==> src/verilog/trx_defs.svh <==
// Purpose: Shared constants of the receive system-side output block.
// Assumes: Included by the package and by the top module.
// Notes: Frame positions count the F bit as bit 0, channel bits as 1 to 192.
`ifndef TRX_DEFS_SVH
`define TRX_DEFS_SVH
`define TRX_FBIT 8'h00
`define TRX_FIRST_CHAN_BIT 8'h01
`define TRX_LAST_BIT 8'hC0
`define TRX_LSB_SLOT 3'h0
`define TRX_D4_LAST_FRAME 5'h0B
`define TRX_ESF_LAST_FRAME 5'h17
`define TRX_SIG_FRAME_A 5'h05
`define TRX_SIG_FRAME_B 5'h0B
`define TRX_SIG_FRAME_C 5'h11
`define TRX_SIG_FRAME_D 5'h17
`define TRX_FRAME_KHZ 8
`define TRX_LINK_KHZ 4
`define TRX_ZBTSI_LINK_KHZ 2
`define TRX_LINK_FRAMES 5'(`TRX_FRAME_KHZ / `TRX_LINK_KHZ)
`define TRX_ZBTSI_LINK_FRAMES 5'(`TRX_FRAME_KHZ / `TRX_ZBTSI_LINK_KHZ)
`define TRX_D4_LINK_PHASE 5'h01
`define TRX_ESF_LINK_PHASE 5'h00
`define TRX_SYNC_OE_RESET 1'b1
`define TRX_BUF_WIDTH 2
`define TRX_BUF_DEPTH 2
`endif

==> src/verilog/trx_pkg.sv <==
// Purpose: Types of the receive system-side output block.
// Assumes: trx_defs.svh holds every number.
// Notes: The state struct is the whole register set of the top module apart from its reset synchroniser.
`include "trx_defs.svh"
package trx_pkg;
  typedef enum logic [1:0] {
    TRX_FMT_D4 = 2'b00,
    TRX_FMT_ESF = 2'b01,
    TRX_FMT_ZBTSI = 2'b10
  } trx_format_type;

  typedef enum logic {
    TRX_ST_ALIGN = 1'b0,
    TRX_ST_RUN = 1'b1
  } trx_run_type;

  typedef struct packed {
    logic es;
    trx_run_type st;
    trx_format_type fmt;
    logic msel;
    logic dbl;
    logic sin;
    logic sync_pend;
    logic [7:0] bit_cnt;
    logic [4:0] frame;
    logic framer_data;
    logic serial;
    logic sig;
    logic chclk;
    logic chblk;
    logic fpulse;
    logic mpulse;
    logic bsync;
    logic bsync_oe;
    logic link_data;
    logic link_clk;
  } trx_state_type;
endpackage

==> src/verilog/trx_bit_buffer.sv <==
// Purpose: Small FIFO between the framer side and the system-side timing.
// Assumes: Push and pop run on the same core clock.
// Notes: in_ready_o is a flop, so the framer sees a clean stall signal.
`include "trx_defs.svh"
module trx_bit_buffer #(
  parameter int WIDTH = `TRX_BUF_WIDTH,
  parameter int DEPTH = `TRX_BUF_DEPTH
) (
  input wire logic clk_i,
  input wire logic rst_n_i,
  input wire logic in_valid_i,
  input wire logic [WIDTH-1:0] in_data_i,
  output logic in_ready_o,
  output logic out_valid_o,
  output logic [WIDTH-1:0] out_data_o,
  input wire logic out_ready_i
);
  localparam int PW = (DEPTH > 1) ? $clog2(DEPTH) : 1;
  localparam int CW = $clog2(DEPTH + 1);
  typedef struct packed {
    logic [DEPTH-1:0][WIDTH-1:0] mem;
    logic [PW-1:0] wr;
    logic [PW-1:0] rd;
    logic [CW-1:0] count;
    logic in_ready;
  } trx_buf_type;

  trx_buf_type s_ff;
  trx_buf_type nxt_s;
  logic push;
  logic pop;

  // Pointers wrap at DEPTH; the count alone tells full from empty.
  always_comb begin
    nxt_s = s_ff;
    push = in_valid_i & s_ff.in_ready;
    pop = out_ready_i & (s_ff.count != '0);
    if (push) begin
      nxt_s.mem[s_ff.wr] = in_data_i;
      nxt_s.wr = (s_ff.wr == PW'(DEPTH - 1)) ? '0 : PW'(s_ff.wr + 1'b1);
    end
    if (pop) begin
      nxt_s.rd = (s_ff.rd == PW'(DEPTH - 1)) ? '0 : PW'(s_ff.rd + 1'b1);
    end
    nxt_s.count = CW'(s_ff.count + CW'(push) - CW'(pop));
    nxt_s.in_ready = (nxt_s.count != CW'(DEPTH));
  end

  always_ff @(posedge clk_i or negedge rst_n_i) begin
    if (!rst_n_i) begin
      s_ff <= '0;
      s_ff.in_ready <= 1'b1;
    end else begin
      s_ff <= nxt_s;
    end
  end

  assign in_ready_o = s_ff.in_ready;
  assign out_valid_o = (s_ff.count != '0);
  assign out_data_o = s_ff.mem[s_ff.rd];
endmodule

==> src/verilog/trx_edge_sync.sv <==
// Purpose: Bring a pin into the core clock domain and find its rising edges.
// Assumes: The pin toggles much slower than the core clock.
// Notes: The edge costs two core cycles of latency after the pin moves.
module trx_edge_sync (
  input wire logic clk_i,
  input wire logic rst_n_i,
  input wire logic pin_i,
  output logic rise_o
);
  typedef struct packed {
    logic meta;
    logic sync;
    logic prev;
  } trx_edge_type;

  trx_edge_type s_ff;
  trx_edge_type nxt_s;

  // The first stage feeds only the second stage, so metastability stays contained.
  always_comb begin
    nxt_s = s_ff;
    nxt_s.meta = pin_i;
    nxt_s.sync = s_ff.meta;
    nxt_s.prev = s_ff.sync;
  end

  always_ff @(posedge clk_i or negedge rst_n_i) begin
    if (!rst_n_i) begin
      s_ff <= '0;
    end else begin
      s_ff <= nxt_s;
    end
  end

  // A rise is the settled level high while the previous sample was low.
  assign rise_o = s_ff.sync & ~s_ff.prev;
endmodule

==> src/verilog/trx_rx_system.sv <==
// Purpose: Receive system-side outputs: data, signaling, channel timing, syncs, link.
// Assumes: Core clock far faster than both sampled clocks; framer ports on core clock.
// Notes: Frame length is 193 bit times in both domains.
// Functional notes
// - Link data updates one bit before frame
// - Link clock 4kHz, 2kHz in ZBTSI
// - Framer side runs on core clock
// - Channel clock high on each channel LSB
// - Channel outputs follow the active clock domain
// - Channel block programmable per each channel
// - Serial data changes on active clock rise
// - Boundary sync marks frames or multiframes
// - Optional double-wide pulse on signaling frames
// - Boundary sync can become an input
// - Frame pulse one clock wide per frame
// - Multiframe pulse in backplane timing
// - Multiframe pulse in line timing
// - Framer data changes on line rise
// - Signaling output changes on active rise
`include "trx_defs.svh"
module trx_rx_system (
  input wire logic core_clk_i,
  input wire logic rstn_i,
  input wire logic recv_line_clk_i,
  input wire logic recv_backplane_clock_i,
  input wire logic recv_elastic_store_enable_i,
  input wire trx_pkg::trx_format_type recv_format_i,
  input wire logic sync_multiframe_select_i,
  input wire logic sync_double_wide_enable_i,
  input wire logic sync_input_enable_i,
  input wire logic [23:0] recv_channel_block_mask_i,
  input wire logic recv_framer_valid_i,
  input wire logic recv_framer_bit_i,
  input wire logic recv_framer_sig_i,
  input wire logic recv_link_bit_i,
  input wire logic recv_boundary_sync_i,
  output logic recv_framer_ready_o,
  output logic recv_framer_data_out_o,
  output logic recv_serial_out_o,
  output logic recv_signaling_out_o,
  output logic recv_channel_clock_out_o,
  output logic recv_channel_block_out_o,
  output logic recv_frame_pulse_o,
  output logic recv_multiframe_pulse_o,
  output logic recv_boundary_sync_o,
  output logic recv_boundary_sync_oe_o,
  output logic recv_link_data_out_o,
  output logic recv_link_clock_out_o
);
  import trx_pkg::*;

  logic rst_meta_ff;
  logic rst_sync_ff;
  logic rst_n;
  logic line_rise;
  logic bp_rise;
  logic sync_rise;
  logic tick;
  logic es_same;
  logic buf_pop;
  logic buf_valid;
  logic [1:0] buf_data;
  logic [31:0] mask_ext;
  trx_state_type s_ff;
  trx_state_type nxt_s;

  // Reset is applied at once but released only after two core edges.
  always_ff @(posedge core_clk_i or negedge rstn_i) begin
    if (!rstn_i) begin
      rst_meta_ff <= 1'b0;
      rst_sync_ff <= 1'b0;
    end else begin
      rst_meta_ff <= 1'b1;
      rst_sync_ff <= rst_meta_ff;
    end
  end
  assign rst_n = rst_sync_ff;

  trx_edge_sync u_line_edge (
    .clk_i(core_clk_i),
    .rst_n_i(rst_n),
    .pin_i(recv_line_clk_i),
    .rise_o(line_rise)
  );

  trx_edge_sync u_bp_edge (
    .clk_i(core_clk_i),
    .rst_n_i(rst_n),
    .pin_i(recv_backplane_clock_i),
    .rise_o(bp_rise)
  );

  trx_edge_sync u_sync_edge (
    .clk_i(core_clk_i),
    .rst_n_i(rst_n),
    .pin_i(recv_boundary_sync_i),
    .rise_o(sync_rise)
  );

  // The backplane clock is ignored entirely unless the elastic store is on.
  assign tick = s_ff.es ? bp_rise : line_rise;
  assign es_same = (recv_elastic_store_enable_i == s_ff.es);
  assign buf_pop = tick & buf_valid & es_same;
  assign mask_ext = {8'h00, recv_channel_block_mask_i};

  // The buffer absorbs a short backplane stall; once full, the framer is held off.
  trx_bit_buffer #(
    .WIDTH(`TRX_BUF_WIDTH),
    .DEPTH(`TRX_BUF_DEPTH)
  ) u_buf (
    .clk_i(core_clk_i),
    .rst_n_i(rst_n),
    .in_valid_i(recv_framer_valid_i),
    .in_data_i({recv_framer_sig_i, recv_framer_bit_i}),
    .in_ready_o(recv_framer_ready_o),
    .out_valid_o(buf_valid),
    .out_data_o(buf_data),
    .out_ready_i(buf_pop)
  );

  // Timing engine: the bit-time outputs are recomputed for the new bit time on each tick; framer data follows the line rise.
  always_comb begin
    logic [7:0] nb;
    logic [7:0] pos;
    logic [4:0] nf;
    logic [4:0] nnf;
    logic [4:0] last_f;
    logic [4:0] period;
    logic [4:0] phase;
    logic [4:0] m;
    logic sigf;
    nb = '0;
    pos = '0;
    nf = '0;
    nnf = '0;
    last_f = '0;
    period = '0;
    phase = '0;
    m = '0;
    sigf = 1'b0;
    nxt_s = s_ff;
    if (line_rise) begin
      nxt_s.framer_data = recv_framer_bit_i;
    end
    nxt_s.sin = s_ff.es & sync_input_enable_i;
    nxt_s.bsync_oe = ~(s_ff.es & sync_input_enable_i);
    if (sync_rise && s_ff.sin) begin
      nxt_s.sync_pend = 1'b1;
    end
    if (!es_same) begin
      // A domain change clears every output but framer data, link data and the sync enable, and restarts at a frame start.
      nxt_s.es = recv_elastic_store_enable_i;
      nxt_s.st = TRX_ST_ALIGN;
      nxt_s.bit_cnt = `TRX_LAST_BIT;
      nxt_s.frame = `TRX_ESF_LAST_FRAME;
      nxt_s.sync_pend = 1'b0;
      nxt_s.serial = 1'b0;
      nxt_s.sig = 1'b0;
      nxt_s.chclk = 1'b0;
      nxt_s.chblk = 1'b0;
      nxt_s.fpulse = 1'b0;
      nxt_s.mpulse = 1'b0;
      nxt_s.bsync = 1'b0;
      nxt_s.link_clk = 1'b0;
    end else if (tick) begin
      last_f = (s_ff.fmt == TRX_FMT_D4) ? `TRX_D4_LAST_FRAME : `TRX_ESF_LAST_FRAME;
      if (s_ff.bit_cnt >= `TRX_LAST_BIT) begin
        nb = `TRX_FBIT;
        nf = (s_ff.frame >= last_f) ? 5'h00 : 5'(s_ff.frame + 5'h01);
      end else begin
        nb = 8'(s_ff.bit_cnt + 8'h01);
        nf = s_ff.frame;
      end
      // An applied boundary pulse realigns the count at the next tick.
      if (s_ff.sync_pend) begin
        nb = `TRX_FBIT;
        if (s_ff.msel) begin
          nf = 5'h00;
        end
      end
      nxt_s.sync_pend = sync_rise & s_ff.sin;
      nxt_s.bit_cnt = nb;
      nxt_s.frame = nf;
      nxt_s.st = TRX_ST_RUN;
      // Options change only at a frame start, so a pulse is never cut short.
      if (nb == `TRX_FBIT) begin
        nxt_s.fmt = recv_format_i;
        nxt_s.msel = sync_multiframe_select_i;
        nxt_s.dbl = sync_double_wide_enable_i;
      end
      pos = 8'(nb - `TRX_FIRST_CHAN_BIT);
      nxt_s.chclk = (nb != `TRX_FBIT) && (nb[2:0] == `TRX_LSB_SLOT);
      nxt_s.chblk = (nb != `TRX_FBIT) && mask_ext[pos[7:3]];
      if (buf_valid) begin
        nxt_s.serial = buf_data[0];
        nxt_s.sig = buf_data[1];
      end
      nxt_s.fpulse = (nb == `TRX_FBIT);
      nxt_s.mpulse = (nb == `TRX_FBIT) && (nf == 5'h00);
      sigf = (nf == `TRX_SIG_FRAME_A) || (nf == `TRX_SIG_FRAME_B) ||
             (nf == `TRX_SIG_FRAME_C) || (nf == `TRX_SIG_FRAME_D);
      if (s_ff.sin) begin
        nxt_s.bsync = 1'b0;
      end else if (nxt_s.msel) begin
        nxt_s.bsync = nxt_s.mpulse;
      end else begin
        nxt_s.bsync = nxt_s.fpulse ||
                      (nxt_s.dbl && sigf && (nb == `TRX_FIRST_CHAN_BIT));
      end
      // The link bit for the next frame is presented during the last bit time.
      if (nb == `TRX_LAST_BIT) begin
        nnf = (nf >= last_f) ? 5'h00 : 5'(nf + 5'h01);
        period = (s_ff.fmt == TRX_FMT_ZBTSI) ? `TRX_ZBTSI_LINK_FRAMES : `TRX_LINK_FRAMES;
        phase = (s_ff.fmt == TRX_FMT_D4) ? `TRX_D4_LINK_PHASE : `TRX_ESF_LINK_PHASE;
        m = 5'(nnf - phase) & 5'(period - 5'h01);
        if (m == 5'h00) begin
          nxt_s.link_data = recv_link_bit_i;
        end
        nxt_s.link_clk = (m < (period >> 1));
      end
    end
    // A pin turned input must not keep a stale output pulse behind its enable.
    if (nxt_s.sin) begin
      nxt_s.bsync = 1'b0;
    end
  end

  always_ff @(posedge core_clk_i or negedge rst_n) begin
    if (!rst_n) begin
      s_ff <= '0;
      s_ff.bit_cnt <= `TRX_LAST_BIT;
      s_ff.frame <= `TRX_ESF_LAST_FRAME;
      s_ff.bsync_oe <= `TRX_SYNC_OE_RESET;
    end else begin
      s_ff <= nxt_s;
    end
  end

  // Every output but the framer ready is a field of the registered state.
  assign recv_framer_data_out_o = s_ff.framer_data;
  assign recv_serial_out_o = s_ff.serial;
  assign recv_signaling_out_o = s_ff.sig;
  assign recv_channel_clock_out_o = s_ff.chclk;
  assign recv_channel_block_out_o = s_ff.chblk;
  assign recv_frame_pulse_o = s_ff.fpulse;
  assign recv_multiframe_pulse_o = s_ff.mpulse;
  assign recv_boundary_sync_o = s_ff.bsync;
  assign recv_boundary_sync_oe_o = s_ff.bsync_oe;
  assign recv_link_data_out_o = s_ff.link_data;
  assign recv_link_clock_out_o = s_ff.link_clk;
endmodule
==> config.mk <==
export PLATFORM = sky130hd
export DESIGN_NAME = trx_rx_system
export DESIGN_NICKNAME = d
export VERILOG_FILES = /design/src/verilog/trx_pkg.sv /design/src/verilog/trx_bit_buffer.sv /design/src/verilog/trx_edge_sync.sv /design/src/verilog/trx_rx_system.sv
export VERILOG_INCLUDE_DIRS = /design/src /design/src/verilog
export SDC_FILE = /design/constraint.sdc
export NUM_CORES = 1
export LEC_CHECK = 0
export BUFFER_PORTS_ARGS = -buffer_cell sky130_fd_sc_hd__buf_2
export CAP_MARGIN = 40
export CORE_AREA = 8 8 85 87
export CTS_CLUSTER_DIAMETER = 80
export DETAILED_ROUTE_END_ITERATION = 8
export DIE_AREA = 0 0 93 95
export PLACE_DENSITY = 0.88
export SLEW_MARGIN = 20
export SYNTH_ARGS = -nofsm -noshare
export SYNTH_HDL_FRONTEND = slang
export SYNTH_HIERARCHICAL = 1
export SYNTH_SLANG_ARGS = --single-unit
==> constraint.sdc <==
create_clock -name core_clk_i -period 2.2 [get_ports core_clk_i]
set_clock_uncertainty 0.15 [all_clocks]
set_input_delay 0.44 -clock core_clk_i [delete_from_list [all_inputs] [get_ports core_clk_i]]
set_output_delay 0.44 -clock core_clk_i [all_outputs]
set_load 0.01 [all_outputs]
==> impl_metrics.py <==
metrics = {
    "outcome": {
        "status": "finished with violations",
        "violations": "negative setup slack",
    },
    "global_routing": {
        "grt_pass1_vias": 3642,
        "overflow": 0,
        "antenna_found_initial": 0,
        "grt_usage_pct": 25.1,
        "grt_max_degree": 28,
        "grt_pass1_wl_mm": 17.7,
    },
    "worst_setup_path": {
        "cp_max_fo": 6,
        "crit_start": "s_ff[11]$_DFFE_PN1P_",
        "ff2ff_path_depth": 14,
        "crit_type": "register to register",
        "cp-end-kind": "register",
        "cp_common_cell": "ha_4",
        "critical_path.max_stage_delay_ns": 0.60,
        "r2r-end": "recv_link_data_out_o$_DFFE_PN0P_",
        "reg2reg_slack_ns": -1.48,
        "worst-path-buf-inv": 0,
        "cp.required_ns": 2.26,
        "rr_startpoint": "s_ff[11]$_DFFE_PN1P_",
        "slowest_stage": "dfstp_2",
        "start_kind": "register",
        "crit_family": "compound AO/OA/AOI/OAI gates",
        "cp_cell_sequence": "ha_4 -> a21o_1 -> a31oi_4 -> o221a_4 -> o21ai_4 -> nor2b_4 -> ha_4 -> a2111oi_4 -> a21o_1 -> nand2_2 -> ha_4 -> nand3_2 -> a31oi_1 -> mux2_1",
        "arrival_ns": 3.74,
    },
    "floorplanning": {
        "coreArea_um2": 5820,
        "row_count": 28,
        "die_w_um": 93,
        "start_util_pct": 56.1,
        "die-area_um2": 8840,
        "io_pins": 51,
        "die_h_um": 95,
    },
    "cells_and_area": {
        "area_growth_pct": 50.4,
        "diodes": 0,
        "fin_util_pct": 84.4,
        "drive_gt1_share_pct": 50.0,
        "multi_input_area_um2": 2300,
        "seq_area_um2": 1290,
        "finalNetCount": 557,
        "nFillCells": 281,
    },
    "placement": {
        "dp_hpwl_mm": 7.29,
        "port-buffer-count": 50,
        "gp_congestion": 0.910,
        "pre_cts_ws_ns": -1.45,
    },
    "synth": {
        "synth_cells": 360,
        "yosys_warnings": 6,
        "synth_edf_count": 0,
        "mappedNetlistNets": 410,
        "yosysMostFrequentCell": "nand2_1",
        "netlist_area_um2": 3260,
        "yosysSeqAreaShare_pct": 39.4,
        "synth_top_area_cell": "dfrtp_1",
        "synth_top_flop_cell": "dfrtp_1",
        "synth_top_area_share_pct": 33.0,
        "synth_common_cells": "47 x nand2_1, 43 x dfrtp_1, 32 x nor2_1",
        "ys_top_cells_by_area": "dfrtp_1 33%, dfstp_2 6.4%, nand2_1 5.4%",
        "netlist-cell-type-count": 59,
        "ys_ff_latch": 51,
        "avgSynthCellArea_um2": 9.06,
        "async_reset_ff_share_pct": 100,
    },
    "sta": {
        "fin_crit_sh_pct": 167,
        "hold_viol_final": 0,
        "rsz0062_at_grt": "true",
        "max_freq_mhz": 272,
        "slew_violations": 0,
        "fin_ws_ns": -1.48,
        "tns_ns": -8.71,
        "slew_headroom_pct": 61.8,
        "setup_viol_count_final": 18,
        "tightest_slew_ns": 0.573,
        "min_period_ns": 3.68,
    },
    "power_and_ir_drop": {
        "p_leak_nw": 2.23,
        "design_power_total_mw": 4.57,
        "peakVddDrop_mv": 0.890,
        "cellPowerDensity_nw_per_um2": 931,
    },
    "cts": {
        "cts_buffer_depth": 2,
        "cts-root-buf": "clkbuf_8",
        "clock_sinks": 51,
        "cts_tree": "built",
        "cts_max_level": 2,
        "cts.clk_slew.worst_paths_ns": 0.12,
        "cts_buffers": 5,
        "clk_latency_ns": 0.32,
    },
    "hold_path": {
        "hp-class": "register to asynchronous set/reset pin",
    },
    "detailed_routing": {
        "post_drt_wl_per_cell_um": 22.4,
        "first_pass_iters": 6,
        "viasPerCell": 6.57,
        "dr_wl_met2_mm": 6.01,
        "wirelength_met1_mm": 4.68,
        "ant_nets": 0,
        "wl_mm": 13.1,
        "vias": 3832,
        "drt_iter0_markers": 428,
        "drc": 0,
        "top_layer": "met4",
        "dr_wl_met3_mm": 1.33,
    },
    "run": {
        "max-cap-violations": 0,
    },
}
==> sequential cells by signal (all words and copies together) (netlist names), 2 cells and up <==
signal             flops
s_ff                  20
u_buf/s_ff             8
u_line_edge/nxt_s      2
u_bp_edge/nxt_s        2
u_sync_edge/nxt_s      2
==> cells in the final DEF (no fill, tap or decap), types with 4 or more instances in the layout <==
cell      count
a21oi_1      20
ha_4          7
o211ai_1      7
mux2i_1       9
nand2b_1      7
a21oi_2       5
o21ai_1       5
nor2_1       25
buf_2        50
nand2_1      40
dfstp_2       8
nand4_1       4
nor2_4        4
nand3_1      12
inv_1         5
a21o_1        5
clkbuf_8      5
mux2_4        4
nor2b_4       4
nand2_2       6
mux2_2        7
o21ai_0       7
buf_6        12
xor2_1        5
dfrtp_1      42
nor3_1        5
buf_4        92
xnor2_1       8
==> power by group <==
group	total (mW)	internal [mW]	switching (mW)	leakage [nW]
Combinational	2.69	1.37	1.32	1.56
Clock	0.575	0.228	0.347	0.0443
Sequential	1.30	1.13	0.173	0.625
Total	4.57	2.73	1.84	2.23
==> per-stage QoR <==
| stage | area (um2) | std cells | hold slack (ns) |
|---|---|---|---|
| 2_1_floorplan | 3390 | 360 | -0.00559 |
| 3_3_place_gp | 4340 | 559 | 0.0742 |
| 6_report | 4910 | 583 | 0.0894 |
| 3_5_place_dp | 4340 | 559 | 0.0762 |
| 4_1_cts | 4660 | 575 | 0.0854 |
| 5_1_grt | 4910 | 583 | 0.0820 |
==> worst max-delay path by stage <==
stage,endpoint,cells after the start
6_report,recv_link_data_out_o$_DFFE_PN0P_,14
5_1_grt,recv_link_data_out_o$_DFFE_PN0P_,15
4_1_cts,recv_link_data_out_o$_DFFE_PN0P_,15
3_5_place_dp,recv_link_data_out_o$_DFFE_PN0P_,16
3_3_place_gp,recv_link_data_out_o$_DFFE_PN0P_,15
2_1_floorplan,recv_link_data_out_o$_DFFE_PN0P_,15
==> worst reg2reg max path, stage by stage (launching register included) <==
cell       delay, ns
dfstp_2         0.60
ha_4            0.16
a21o_1          0.19
a31oi_4         0.13
o221a_4         0.32
o21ai_4         0.28
nor2b_4         0.09
ha_4            0.24
a2111oi_4       0.29
a21o_1          0.19
nand2_2         0.08
ha_4            0.27
nand3_2         0.06
a31oi_1         0.16
mux2_1          0.35
==> layer usage <==
metal	vias to the layer above	GRT usage, %
met1	1789	28.9
met5	-	0
met4	0	16.5
met2	340	42.3
met3	114	4.68
li1	1589	-
==> final cells by class <==
cell class	count	share of cell area [%]
repair buffers	156	22.5
clock buffers	5	1.40
clock inverters	3	0.510
inverters	8	0.612
multi-input cells	285	46.8
flip-flops and latches	51	26.2
well taps	75	1.91
==> kinds of logic after synthesis <==
kind of cell / share of synthesized area (%)
adders and majority gates: 4.22
other: 0.115
AOI/OAI and AO/OA: 19.2
and+or+nand+nor: 21.7
xor gates and xnor gates: 4.29
DFF: 39.4
muxes: 7.90
buffers and inverters: 3.14
==> what timing repair did <==
item                       in CTS  in global routing
resized for setup              34                 40
hold buffers                    1                  0
pin swaps                      20                 16
setup endpoints to repair      12                 18
buffers inserted                8                  8
hold endpoints to repair        2                  0
No activity file was read; power rests on OpenSTA's default activity.
